===== config.mk =====
export PLATFORM = sky130hd
export DESIGN_NAME = shift_store_subtract_ops
export DESIGN_NICKNAME = d
export VERILOG_FILES = /design/src/verilog/sso_pkg.sv /design/src/verilog/shift_store_subtract_ops.sv
export SDC_FILE = /design/constraint.sdc
export NUM_CORES = 2
export LEC_CHECK = 0
export BUFFER_PORTS_ARGS = -buffer_cell sky130_fd_sc_hd__buf_2
export CAP_MARGIN = 20
export CORE_MARGIN = 1.5
export CORE_UTILIZATION = 30
export DETAILED_ROUTE_END_ITERATION = 16
export HOLD_SLACK_MARGIN = 0.1
export SLEW_MARGIN = 20
export SYNTH_ARGS = -nofsm -noshare
export SYNTH_HDL_FRONTEND = slang
export SYNTH_SLANG_ARGS = --single-unit

===== constraint.sdc =====
create_clock -name clk -period 19.34 [get_ports clk]
set_input_delay 0.967 -clock clk [delete_from_list [all_inputs] [get_ports clk]]
set_output_delay 0.967 -clock clk [all_outputs]
set_load 0.005 [all_outputs]

===== src/verilog/sso_pkg.sv =====
//==============================================================
// Overview of operation
// RQ1: Pointer store writes the whole selected pointer register to direct or indirect address.
// RQ2: Indirect pointer store writes the value held before any pointer modification.
// RQ3: Index-compat bit clear: loading pointer zero also loads index and compare.
// RQ4: High-step shift moves the sum right 16 when count bit 4 is one.
// RQ5: Low-step shift moves the sum right by count bits 3 to 0.
// RQ6: High then low step give any 0 to 31 right shift in two cycles.
// RQ7: Right shifts fill with zeros, or with sum bit 31 when sign-extend set.
// RQ8: Right shifts never change the carry flag.
// RQ9: Subtract-buffer sets sum to sum minus buffer; buffer stays unchanged.
// RQ10: Carry cleared on borrow from subtract-buffer, set otherwise.
// RQ11: Mapped store takes one cycle, two when source is a peripheral register.
// RQ12: Repeated mapped store takes n cycles, plus n more for peripheral source.
// RQ13: Pointer store takes one cycle, two with operand and code in same block.
// RQ14: Mapped store clears upper nine address bits, always targeting page zero.
// RQ15: Sum, buffer and shifter are 32 bits; subtraction spans all 32 bits.
`default_nettype none
package sso_pkg;
  // ==========================================================
  // Register map (byte addresses)
  localparam logic [7:0] CMD_OFFS = 8'h00;
  localparam logic [7:0] MODE_OFFS = 8'h04;
  localparam logic [7:0] SUM_OFFS = 8'h08;
  localparam logic [7:0] BUF_OFFS = 8'h0C;
  localparam logic [7:0] COUNT_OFFS = 8'h10;
  localparam logic [7:0] STATUS_OFFS = 8'h14;
  localparam logic [7:0] ADDR_OFFS = 8'h18;
  localparam logic [7:0] INDEX_OFFS = 8'h1C;
  localparam logic [7:0] COMPARE_OFFS = 8'h20;
  localparam logic [7:0] PAGE_OFFS = 8'h24;
  localparam logic [7:0] PTR_BASE_OFFS = 8'h40;
  // ==========================================================
  // Field positions
  localparam int MODE_SXM_BIT = 0;
  localparam int MODE_NDX_BIT = 1;
  localparam int MODE_SAME_BLK_BIT = 2;
  localparam int MODE_INDIRECT_BIT = 3;
  localparam int MODE_PERIPH_BIT = 4;
  localparam int MODE_REP_LSB = 8;
  localparam int ADDR_DMA_LSB = 0;
  localparam int ADDR_SEL_LSB = 8;
  localparam int ADDR_MOD_LSB = 12;
  localparam int STAT_CARRY_BIT = 0;
  localparam int STAT_BUSY_BIT = 1;
  // ==========================================================
  // Sizes, reset values, timing
  localparam int SUM_W = 32;
  localparam int PTR_W = 16;
  localparam int DMA_W = 7;
  localparam int PAGE_W = 9;
  localparam int REP_W = 8;
  localparam int HIGH_SHIFT = 16;
  localparam logic [1:0] RESP_OKAY = 2'h0;
  localparam logic [1:0] RESP_SLVERR = 2'h2;
  localparam logic [1:0] ONE_CYCLE = 2'h1;
  localparam logic [1:0] TWO_CYCLES = 2'h2;
  localparam logic CARRY_RST = 1'h0;
  localparam logic [SUM_W-1:0] WORD_RST = 32'h0000_0000;
  // ==========================================================
  // Commands and modifications
  typedef enum logic [2:0] {
    OP_NONE, OP_STORE_PTR, OP_HIGH_SHIFT, OP_LOW_SHIFT,
    OP_SUBTRACT, OP_STORE_MAPPED, OP_LOAD_PTR0
  } op_t;
  typedef enum logic [1:0] {
    MOD_NONE, MOD_INC, MOD_DEC, MOD_INDEX
  } ptr_mod_t;
  typedef struct packed {
    logic en;
    logic [PTR_W-1:0] addr;
    logic [PTR_W-1:0] data;
  } mem_wr_t;
endpackage
`default_nettype wire


===== src/verilog/shift_store_subtract_ops.sv =====
`default_nettype none
module shift_store_subtract_ops import sso_pkg::*; (
  input wire logic clk,
  input wire logic sys_rst,
  input wire logic [7:0] s_axi_awaddr,
  input wire logic s_axi_awvalid,
  output logic s_axi_awready,
  input wire logic [31:0] s_axi_wdata,
  input wire logic [3:0] s_axi_wstrb,
  input wire logic s_axi_wvalid,
  output logic s_axi_wready,
  output logic [1:0] s_axi_bresp,
  output logic s_axi_bvalid,
  input wire logic s_axi_bready,
  input wire logic [7:0] s_axi_araddr,
  input wire logic s_axi_arvalid,
  output logic s_axi_arready,
  output logic [31:0] s_axi_rdata,
  output logic [1:0] s_axi_rresp,
  output logic s_axi_rvalid,
  input wire logic s_axi_rready,
  output mem_wr_t mem_wr,
  output logic busy
);
  typedef enum logic {IDLE, RUN} state_t;

  // ==========================================================
  // Architectural state
  logic [SUM_W-1:0] main_sum_register_reg;
  logic [SUM_W-1:0] sum_buffer_register_reg;
  logic [SUM_W-1:0] shift_count_register_reg;
  logic carry_reg;
  logic [PTR_W-1:0] pointer_register_reg [8];
  logic [PTR_W-1:0] index_register_reg;
  logic [PTR_W-1:0] pointer_compare_register_reg;
  logic [PAGE_W-1:0] page_pointer_reg;
  logic [31:0] mode_reg;
  logic [31:0] addr_reg;
  state_t state_reg;
  op_t op_reg;
  logic [1:0] cyc_reg;
  logic [REP_W-1:0] iter_reg;

  // ==========================================================
  // AXI4-Lite slave
  logic [7:0] awaddr_reg;
  logic [31:0] wdata_reg;
  logic [3:0] wstrb_reg;
  logic aw_held_reg;
  logic w_held_reg;
  logic do_write;
  logic [31:0] rd_word;
  logic rd_ok;
  logic wr_ok;

  assign do_write = aw_held_reg && w_held_reg && !s_axi_bvalid;

  always_ff @(posedge clk or posedge sys_rst) begin
    if (sys_rst) begin
      s_axi_awready <= 1'b1;
      s_axi_wready <= 1'b1;
      aw_held_reg <= 1'b0;
      w_held_reg <= 1'b0;
      awaddr_reg <= 8'h00;
      wdata_reg <= 32'h0000_0000;
      wstrb_reg <= 4'h0;
      s_axi_bvalid <= 1'b0;
      s_axi_bresp <= RESP_OKAY;
    end else begin
      if (s_axi_awvalid && s_axi_awready) begin
        awaddr_reg <= s_axi_awaddr;
        aw_held_reg <= 1'b1;
        s_axi_awready <= 1'b0;
      end
      if (s_axi_wvalid && s_axi_wready) begin
        wdata_reg <= s_axi_wdata;
        wstrb_reg <= s_axi_wstrb;
        w_held_reg <= 1'b1;
        s_axi_wready <= 1'b0;
      end
      if (do_write) begin
        s_axi_bvalid <= 1'b1;
        s_axi_bresp <= wr_ok ? RESP_OKAY : RESP_SLVERR;
        aw_held_reg <= 1'b0;
        w_held_reg <= 1'b0;
      end
      if (s_axi_bvalid && s_axi_bready) begin
        s_axi_bvalid <= 1'b0;
        s_axi_awready <= 1'b1;
        s_axi_wready <= 1'b1;
      end
    end
  end

  always_comb begin
    rd_ok = 1'b1;
    rd_word = 32'h0000_0000;
    if (s_axi_araddr >= PTR_BASE_OFFS && s_axi_araddr[7:5] == 3'h2
        && s_axi_araddr[1:0] == 2'h0) begin
      rd_word = {16'h0000, pointer_register_reg[s_axi_araddr[4:2]]};
    end else begin
      unique case (s_axi_araddr)
        CMD_OFFS: rd_word = {29'h0000_0000, op_reg};
        MODE_OFFS: rd_word = mode_reg;
        SUM_OFFS: rd_word = main_sum_register_reg;
        BUF_OFFS: rd_word = sum_buffer_register_reg;
        COUNT_OFFS: rd_word = shift_count_register_reg;
        STATUS_OFFS: rd_word = {30'h0000_0000, busy, carry_reg};
        ADDR_OFFS: rd_word = addr_reg;
        INDEX_OFFS: rd_word = {16'h0000, index_register_reg};
        COMPARE_OFFS: rd_word = {16'h0000, pointer_compare_register_reg};
        PAGE_OFFS: rd_word = {23'h00_0000, page_pointer_reg};
        default: rd_ok = 1'b0;
      endcase
    end
  end

  always_comb begin
    unique case (awaddr_reg)
      CMD_OFFS, MODE_OFFS, SUM_OFFS, BUF_OFFS, COUNT_OFFS, STATUS_OFFS,
      ADDR_OFFS, INDEX_OFFS, COMPARE_OFFS, PAGE_OFFS: wr_ok = 1'b1;
      default: wr_ok = awaddr_reg[7:5] == 3'h2 && awaddr_reg[1:0] == 2'h0;
    endcase
  end

  always_ff @(posedge clk or posedge sys_rst) begin
    if (sys_rst) begin
      s_axi_arready <= 1'b1;
      s_axi_rvalid <= 1'b0;
      s_axi_rdata <= 32'h0000_0000;
      s_axi_rresp <= RESP_OKAY;
    end else if (s_axi_arvalid && s_axi_arready) begin
      s_axi_arready <= 1'b0;
      s_axi_rvalid <= 1'b1;
      s_axi_rdata <= rd_word;
      s_axi_rresp <= rd_ok ? RESP_OKAY : RESP_SLVERR;
    end else if (s_axi_rvalid && s_axi_rready) begin
      s_axi_rvalid <= 1'b0;
      s_axi_arready <= 1'b1;
    end
  end

  function automatic logic [31:0] merge(input logic [31:0] old,
                                        input logic [31:0] nw,
                                        input logic [3:0] strb);
    logic [31:0] res;
    res = old;
    for (int b = 0; b < 4; b++) begin
      if (strb[b]) begin
        res[8*b +: 8] = nw[8*b +: 8];
      end
    end
    return res;
  endfunction

  logic wr_sel [11];
  logic [31:0] wr_val [11];
  // ==========================================================
  // Write decode; data registers are locked while an op runs
  always_comb begin
    for (int i = 0; i < 11; i++) begin
      wr_sel[i] = 1'b0;
    end
    wr_val[0] = merge(mode_reg, wdata_reg, wstrb_reg);
    wr_val[1] = merge(main_sum_register_reg, wdata_reg, wstrb_reg);
    wr_val[2] = merge(sum_buffer_register_reg, wdata_reg, wstrb_reg);
    wr_val[3] = merge(shift_count_register_reg, wdata_reg, wstrb_reg);
    wr_val[4] = merge(addr_reg, wdata_reg, wstrb_reg);
    wr_val[5] = merge({16'h0000, index_register_reg}, wdata_reg, wstrb_reg);
    wr_val[6] = merge({16'h0000, pointer_compare_register_reg}, wdata_reg,
                      wstrb_reg);
    wr_val[7] = merge({23'h00_0000, page_pointer_reg}, wdata_reg, wstrb_reg);
    wr_val[8] = merge({16'h0000, pointer_register_reg[awaddr_reg[4:2]]},
                      wdata_reg, wstrb_reg);
    wr_val[9] = wdata_reg;
    wr_val[10] = wdata_reg;
    if (do_write && state_reg == IDLE) begin
      unique case (awaddr_reg)
        MODE_OFFS: wr_sel[0] = 1'b1;
        SUM_OFFS: wr_sel[1] = 1'b1;
        BUF_OFFS: wr_sel[2] = 1'b1;
        COUNT_OFFS: wr_sel[3] = 1'b1;
        ADDR_OFFS: wr_sel[4] = 1'b1;
        INDEX_OFFS: wr_sel[5] = 1'b1;
        COMPARE_OFFS: wr_sel[6] = 1'b1;
        PAGE_OFFS: wr_sel[7] = 1'b1;
        CMD_OFFS: wr_sel[9] = wstrb_reg[0];
        STATUS_OFFS: wr_sel[10] = wstrb_reg[0];
        default: wr_sel[8] = wr_ok;
      endcase
    end
  end

  // ==========================================================
  // Execution engine
  op_t cmd_op;
  logic [1:0] iter_len;
  logic [REP_W-1:0] rep_n;
  logic [2:0] sel;
  logic [PTR_W-1:0] cur_ptr;
  logic [PTR_W-1:0] mod_ptr;
  logic [PTR_W-1:0] direct_addr;
  logic [SUM_W-1:0] shifted;
  logic [4:0] shift_amt;
  logic [SUM_W:0] diff;
  logic last_cyc;

  assign cmd_op = op_t'(wdata_reg[2:0]);
  assign rep_n = mode_reg[MODE_REP_LSB +: REP_W];
  assign sel = addr_reg[ADDR_SEL_LSB +: 3];
  assign cur_ptr = pointer_register_reg[sel];
  assign direct_addr = {page_pointer_reg, addr_reg[ADDR_DMA_LSB +: DMA_W]};
  assign last_cyc = state_reg == RUN && cyc_reg == ONE_CYCLE;
  assign diff = {1'b0, main_sum_register_reg}
              - {1'b0, sum_buffer_register_reg}; // RQ9 RQ15

  always_comb begin
    unique case (cmd_op)
      OP_STORE_PTR: iter_len = mode_reg[MODE_SAME_BLK_BIT] ? TWO_CYCLES
                                                          : ONE_CYCLE; // RQ13
      OP_STORE_MAPPED: iter_len = mode_reg[MODE_PERIPH_BIT] ? TWO_CYCLES
                                                            : ONE_CYCLE; // RQ11
      default: iter_len = ONE_CYCLE;
    endcase
  end

  always_comb begin
    unique case (ptr_mod_t'(addr_reg[ADDR_MOD_LSB +: 2]))
      MOD_NONE: mod_ptr = cur_ptr;
      MOD_INC: mod_ptr = cur_ptr + 16'h0001;
      MOD_DEC: mod_ptr = cur_ptr - 16'h0001;
      MOD_INDEX: mod_ptr = cur_ptr + index_register_reg;
    endcase
  end

  // Same shifter serves both steps; only the amount differs
  always_comb begin
    if (op_reg == OP_HIGH_SHIFT) begin
      shift_amt = shift_count_register_reg[4] ? 5'(HIGH_SHIFT) : 5'h00; // RQ4
    end else begin
      shift_amt = {1'b0, shift_count_register_reg[3:0]}; // RQ5 RQ6
    end
    if (mode_reg[MODE_SXM_BIT]) begin
      shifted = SUM_W'($signed(main_sum_register_reg) >>> shift_amt); // RQ7
    end else begin
      shifted = main_sum_register_reg >> shift_amt; // RQ7
    end
  end

  always_ff @(posedge clk or posedge sys_rst) begin
    if (sys_rst) begin
      state_reg <= IDLE;
      op_reg <= OP_NONE;
      cyc_reg <= 2'h0;
      iter_reg <= 8'h00;
      busy <= 1'b0;
    end else if (state_reg == IDLE) begin
      if (wr_sel[9] && cmd_op != OP_NONE) begin
        state_reg <= RUN;
        op_reg <= cmd_op;
        cyc_reg <= iter_len;
        // Repeat of zero still runs once
        iter_reg <= (cmd_op == OP_STORE_MAPPED && rep_n != 8'h00)
                    ? rep_n : 8'h01; // RQ12
        busy <= 1'b1;
      end
    end else if (cyc_reg != ONE_CYCLE) begin
      cyc_reg <= cyc_reg - 2'h1;
    end else if (iter_reg != 8'h01) begin
      iter_reg <= iter_reg - 8'h01;
      cyc_reg <= mode_reg[MODE_PERIPH_BIT] ? TWO_CYCLES : ONE_CYCLE; // RQ12
    end else begin
      state_reg <= IDLE;
      busy <= 1'b0;
    end
  end

  // Data memory write port: one pulse per completed store
  always_ff @(posedge clk or posedge sys_rst) begin
    if (sys_rst) begin
      mem_wr <= '0;
    end else begin
      mem_wr.en <= 1'b0;
      if (last_cyc && op_reg == OP_STORE_PTR) begin
        mem_wr.en <= 1'b1;
        mem_wr.data <= cur_ptr; // RQ1 RQ2
        mem_wr.addr <= mode_reg[MODE_INDIRECT_BIT] ? cur_ptr
                                                   : direct_addr; // RQ1
      end else if (last_cyc && op_reg == OP_STORE_MAPPED) begin
        mem_wr.en <= 1'b1;
        mem_wr.data <= main_sum_register_reg[PTR_W-1:0];
        mem_wr.addr <= {{PAGE_W{1'b0}}, mode_reg[MODE_INDIRECT_BIT]
                        ? cur_ptr[DMA_W-1:0]
                        : addr_reg[ADDR_DMA_LSB +: DMA_W]}; // RQ14
      end
    end
  end

  // Sum and carry
  always_ff @(posedge clk or posedge sys_rst) begin
    if (sys_rst) begin
      main_sum_register_reg <= WORD_RST;
      carry_reg <= CARRY_RST;
    end else if (last_cyc) begin
      unique case (op_reg)
        OP_HIGH_SHIFT, OP_LOW_SHIFT: begin
          main_sum_register_reg <= shifted; // RQ6 RQ8
        end
        OP_SUBTRACT: begin
          main_sum_register_reg <= diff[SUM_W-1:0]; // RQ9
          carry_reg <= ~diff[SUM_W]; // RQ10
        end
        default: begin
        end
      endcase
    end else begin
      if (wr_sel[1]) begin
        main_sum_register_reg <= wr_val[1];
      end
      if (wr_sel[10]) begin
        carry_reg <= wdata_reg[STAT_CARRY_BIT];
      end
    end
  end

  // Buffer, count, mode and address are software-owned
  always_ff @(posedge clk or posedge sys_rst) begin
    if (sys_rst) begin
      sum_buffer_register_reg <= WORD_RST;
      shift_count_register_reg <= WORD_RST;
      mode_reg <= WORD_RST;
      addr_reg <= WORD_RST;
      page_pointer_reg <= '0;
    end else begin
      if (wr_sel[0]) mode_reg <= wr_val[0];
      if (wr_sel[2]) sum_buffer_register_reg <= wr_val[2];
      if (wr_sel[3]) shift_count_register_reg <= wr_val[3];
      if (wr_sel[4]) addr_reg <= wr_val[4];
      if (wr_sel[7]) page_pointer_reg <= wr_val[7][PAGE_W-1:0];
    end
  end

  // Pointer file, index and compare
  always_ff @(posedge clk or posedge sys_rst) begin
    if (sys_rst) begin
      for (int i = 0; i < 8; i++) begin
        pointer_register_reg[i] <= '0;
      end
      index_register_reg <= '0;
      pointer_compare_register_reg <= '0;
    end else if (last_cyc && op_reg == OP_STORE_PTR) begin
      // Update on the same edge as the store, so the old value is written out
      if (mode_reg[MODE_INDIRECT_BIT]) begin
        pointer_register_reg[sel] <= mod_ptr; // RQ2
      end
    end else if (last_cyc && op_reg == OP_LOAD_PTR0) begin
      pointer_register_reg[0] <= main_sum_register_reg[PTR_W-1:0];
      if (!mode_reg[MODE_NDX_BIT]) begin
        index_register_reg <= main_sum_register_reg[PTR_W-1:0]; // RQ3
        pointer_compare_register_reg <=
          main_sum_register_reg[PTR_W-1:0]; // RQ3
      end
    end else begin
      if (wr_sel[5]) index_register_reg <= wr_val[5][PTR_W-1:0];
      if (wr_sel[6]) pointer_compare_register_reg <= wr_val[6][PTR_W-1:0];
      if (wr_sel[8]) begin
        pointer_register_reg[awaddr_reg[4:2]] <= wr_val[8][PTR_W-1:0];
      end
    end
  end
endmodule
`default_nettype wire


==> impl_metrics.env <==
export IMPL_status="finished clean"
export IMPL_fin_area_um2=32850
export IMPL_synth_cells=2951
export IMPL_holdCritPathClass="input pin to async pin"
export IMPL_die_area_um2=98320
export IMPL_regArea_um2=11600
export IMPL_cap_violations=0
export IMPL_hold_violations=0
export IMPL_drive_above_1_share_pct=21.18
export IMPL_path_class="flip-flop to flip-flop"
export IMPL_synthAdderAreaFrac_pct=2.188
export IMPL_drt_first_iter_violations=3698
export IMPL_clkSinkCount=463
export IMPL_hold_buffers=0
export IMPL_antenna_found_initial=8
export IMPL_start_kind="flip-flop"
export IMPL_io_pins=134
export IMPL_fp_dieW_um=313.6
export IMPL_cts_setup_buffers=0
export IMPL_ir_drop_mv=0.06129
export IMPL_syn_area_um2=28940
export IMPL_vias_per_cell=6.173
export IMPL_maxSlewHeadroom_pct=21.95
export IMPL_synth_ff_type="dfrtp_1"
export IMPL_rows=113
export IMPL_synth_seq_area_share_pct=40.05
export IMPL_place_congestion=1.005
export IMPL_syn_to_final_growth_pct=13.52
export IMPL_dp_hpwl_um=82890
export IMPL_start_util_pct=30.36
export IMPL_cts_tree="yes"
export IMPL_synth_compound_area_share_pct=22.88
export IMPL_arrival_ns=5.41
export IMPL_synth_area_mux_share_pct=18.65
export IMPL_fin_crit_sh_pct=25.53
export IMPL_largest_register_ffs=128
export IMPL_wl_um=117900
export IMPL_clockBufferDepth=3
export IMPL_yosys_register_bits=463
export IMPL_worst_pin_slew_ns=1.166
export IMPL_synthXorXnorAreaFrac_pct=1.025
export IMPL_grt_pass1_vias=25320
export IMPL_synth_common_cells="dfrtp_1, nand2_1, mux2_2, o21ai_0, nor2_1"
export IMPL_final_util_pct=34.47
export IMPL_antenna_left=0
export IMPL_p_per_area_nw_per_um2=100.1
export IMPL_finalSetupViolCount=0
export IMPL_crit_fanout=51
export IMPL_grt_ovfl_total=0
export IMPL_power_leakage_nw=14.29
export IMPL_synthSimpleGateAreaFrac_pct=11.31
export IMPL_rsz0062_at_grt="no"
export IMPL_synth_top_family_by_area="compound AO/OA/AOI/OAI gates"
export IMPL_synth_cell_types=89
export IMPL_worstSetupEndpointType="flip-flop"
export IMPL_place_inst=4205
export IMPL_gr_usage_all_layers_pct=23.51
export IMPL_avgSynthCellArea_um2=9.805
export IMPL_period_needed_ns=4.938
export IMPL_cts_inserted_buffers=55
export IMPL_required_ns=19.81
export IMPL_grt_max_degree=125
export IMPL_nFillCells=9689
export IMPL_clockRootBuffer="clkbuf_16"
export IMPL_clock_skew_ns=0.04495
export IMPL_wl_per_cell_um=27.36
export IMPL_whs_ns=0.4761
export IMPL_grt_pass1_wl_um=174400
export IMPL_drc=0
export IMPL_drtPass1Iterations=6
export IMPL_netlist_top_cells_area="dfrtp_1, mux2_2, mux4_2"
export IMPL_port_buffers=131
export IMPL_clk_pin_slew_ns=0.06
export IMPL_max_freq_mhz=202.5
export IMPL_fp_dieH_um=313.6
export IMPL_core_area_um2=95290
export IMPL_yosysTopAreaCell="dfrtp_1"
export IMPL_multi_input_area_um2=16320
export IMPL_htree_levels=2
export IMPL_cts_repair_resized=0
export IMPL_async_flop_share_pct=100.0
export IMPL_tns_ns=0
export IMPL_via_count=26600
export IMPL_fin_cells=4309
export IMPL_ys_warn_count=0
export IMPL_nets=3106
export IMPL_yosysMostFrequentCell="dfrtp_1"
export IMPL_clk_latency_ns=0.66
export IMPL_synth_edf_count=0
export IMPL_yosysTopAreaCellShare_pct=39.78
export IMPL_slew_violations=0
export IMPL_placed_area_um2=30930
-- logic make-up (layout without fill, tap and decap cells) --
| kind of cell | count (synthesis) | count (layout) |
|---|---|---|
| fa+ha+maj | 50 | 50 |
| xor+xnor | 33 | 33 |
| other cells | 1 | 6 |
| flops | 463 | 463 |
| mux | 408 | 408 |
| compound gates | 970 | 970 |
| simple gates | 740 | 740 |
| buf+inv | 286 | 374 |
-- metrics by stage --
stage,worst slack [ns],power [W]
finish,14.40,0.003288
floorplan,5.467,0.001774
global placement,14.71,0.002159
CTS,14.63,0.003276
detailed placement,14.69,0.002163
global route,14.21,0.003408
-- worst paths after layout --
path	cells after the start	from	slack [ns]	endpoint
max	13	addr_reg[8]	14.40	pointer_register_reg[126]
min	2	sys_rst	0.48	mem_wr[12]
max reg2reg	13	addr_reg[8]	14.40	pointer_register_reg[126]
min reg2reg	2	mem_wr[16]	0.48	mem_wr[16]
max in group asynchronous	3	sys_rst	17.19	awaddr_reg[2]
min in group clk	2	mem_wr[16]	0.48	mem_wr[16]
-- cells in the final DEF (no fill, tap or decap), types with 65 or more instances in the layout --
cell type and instances:
dfrtp_1 455, nand2_1 314, mux2_2 220, o21ai_0 218
nor2_1 193, a21oi_1 161, buf_2 130, mux2i_1 105
mux4_2 81, inv_1 80, a22o_1 79, o22ai_1 65
-- where the power goes --
part           switching [W]  internal [W]  leakage [nW]  total, W
combinational       0.000596      0.000335          7.03  0.000931
clock               0.000451      0.000661         0.938   0.00111
sequential          0.000182       0.00106          6.33   0.00124
-- worst max-delay path, cell delays in order, from the launching register on --
cell and delay [ns]:
dfrtp_2 0.33, buf_4 0.64, mux4_2 0.61, mux2i_1 0.73, inv_1 0.11, ha_1 0.42
a21oi_1 0.16, o21bai_1 0.09, a21o_1 0.18, a21oi_1 0.20, mux2i_1 0.12, a22o_1 0.25
nor3_1 0.66, o21ai_0 0.25
-- metal layers --
metal  vias up  global-route usage (%)  wire length, um
li1      11330                       -                -
met3       299                   5.212            12950
met1     13280                   33.48            49600
met4        12                   10.44             5589
met5         -                       0               58
met2      1678                   33.93            49700
-- layout make-up --
cell class              instances  area share [%]
multi-input cells            2203           49.70
flip-flops and latches        463           35.30
well taps                    1265           4.819
clock buffers                  77           4.811
repair buffers                193           3.432
clock inverters                23          0.9599
inverters                      81          0.9485
diodes                          4         0.03047
Note: power is estimated with default switching activity, not from simulation.
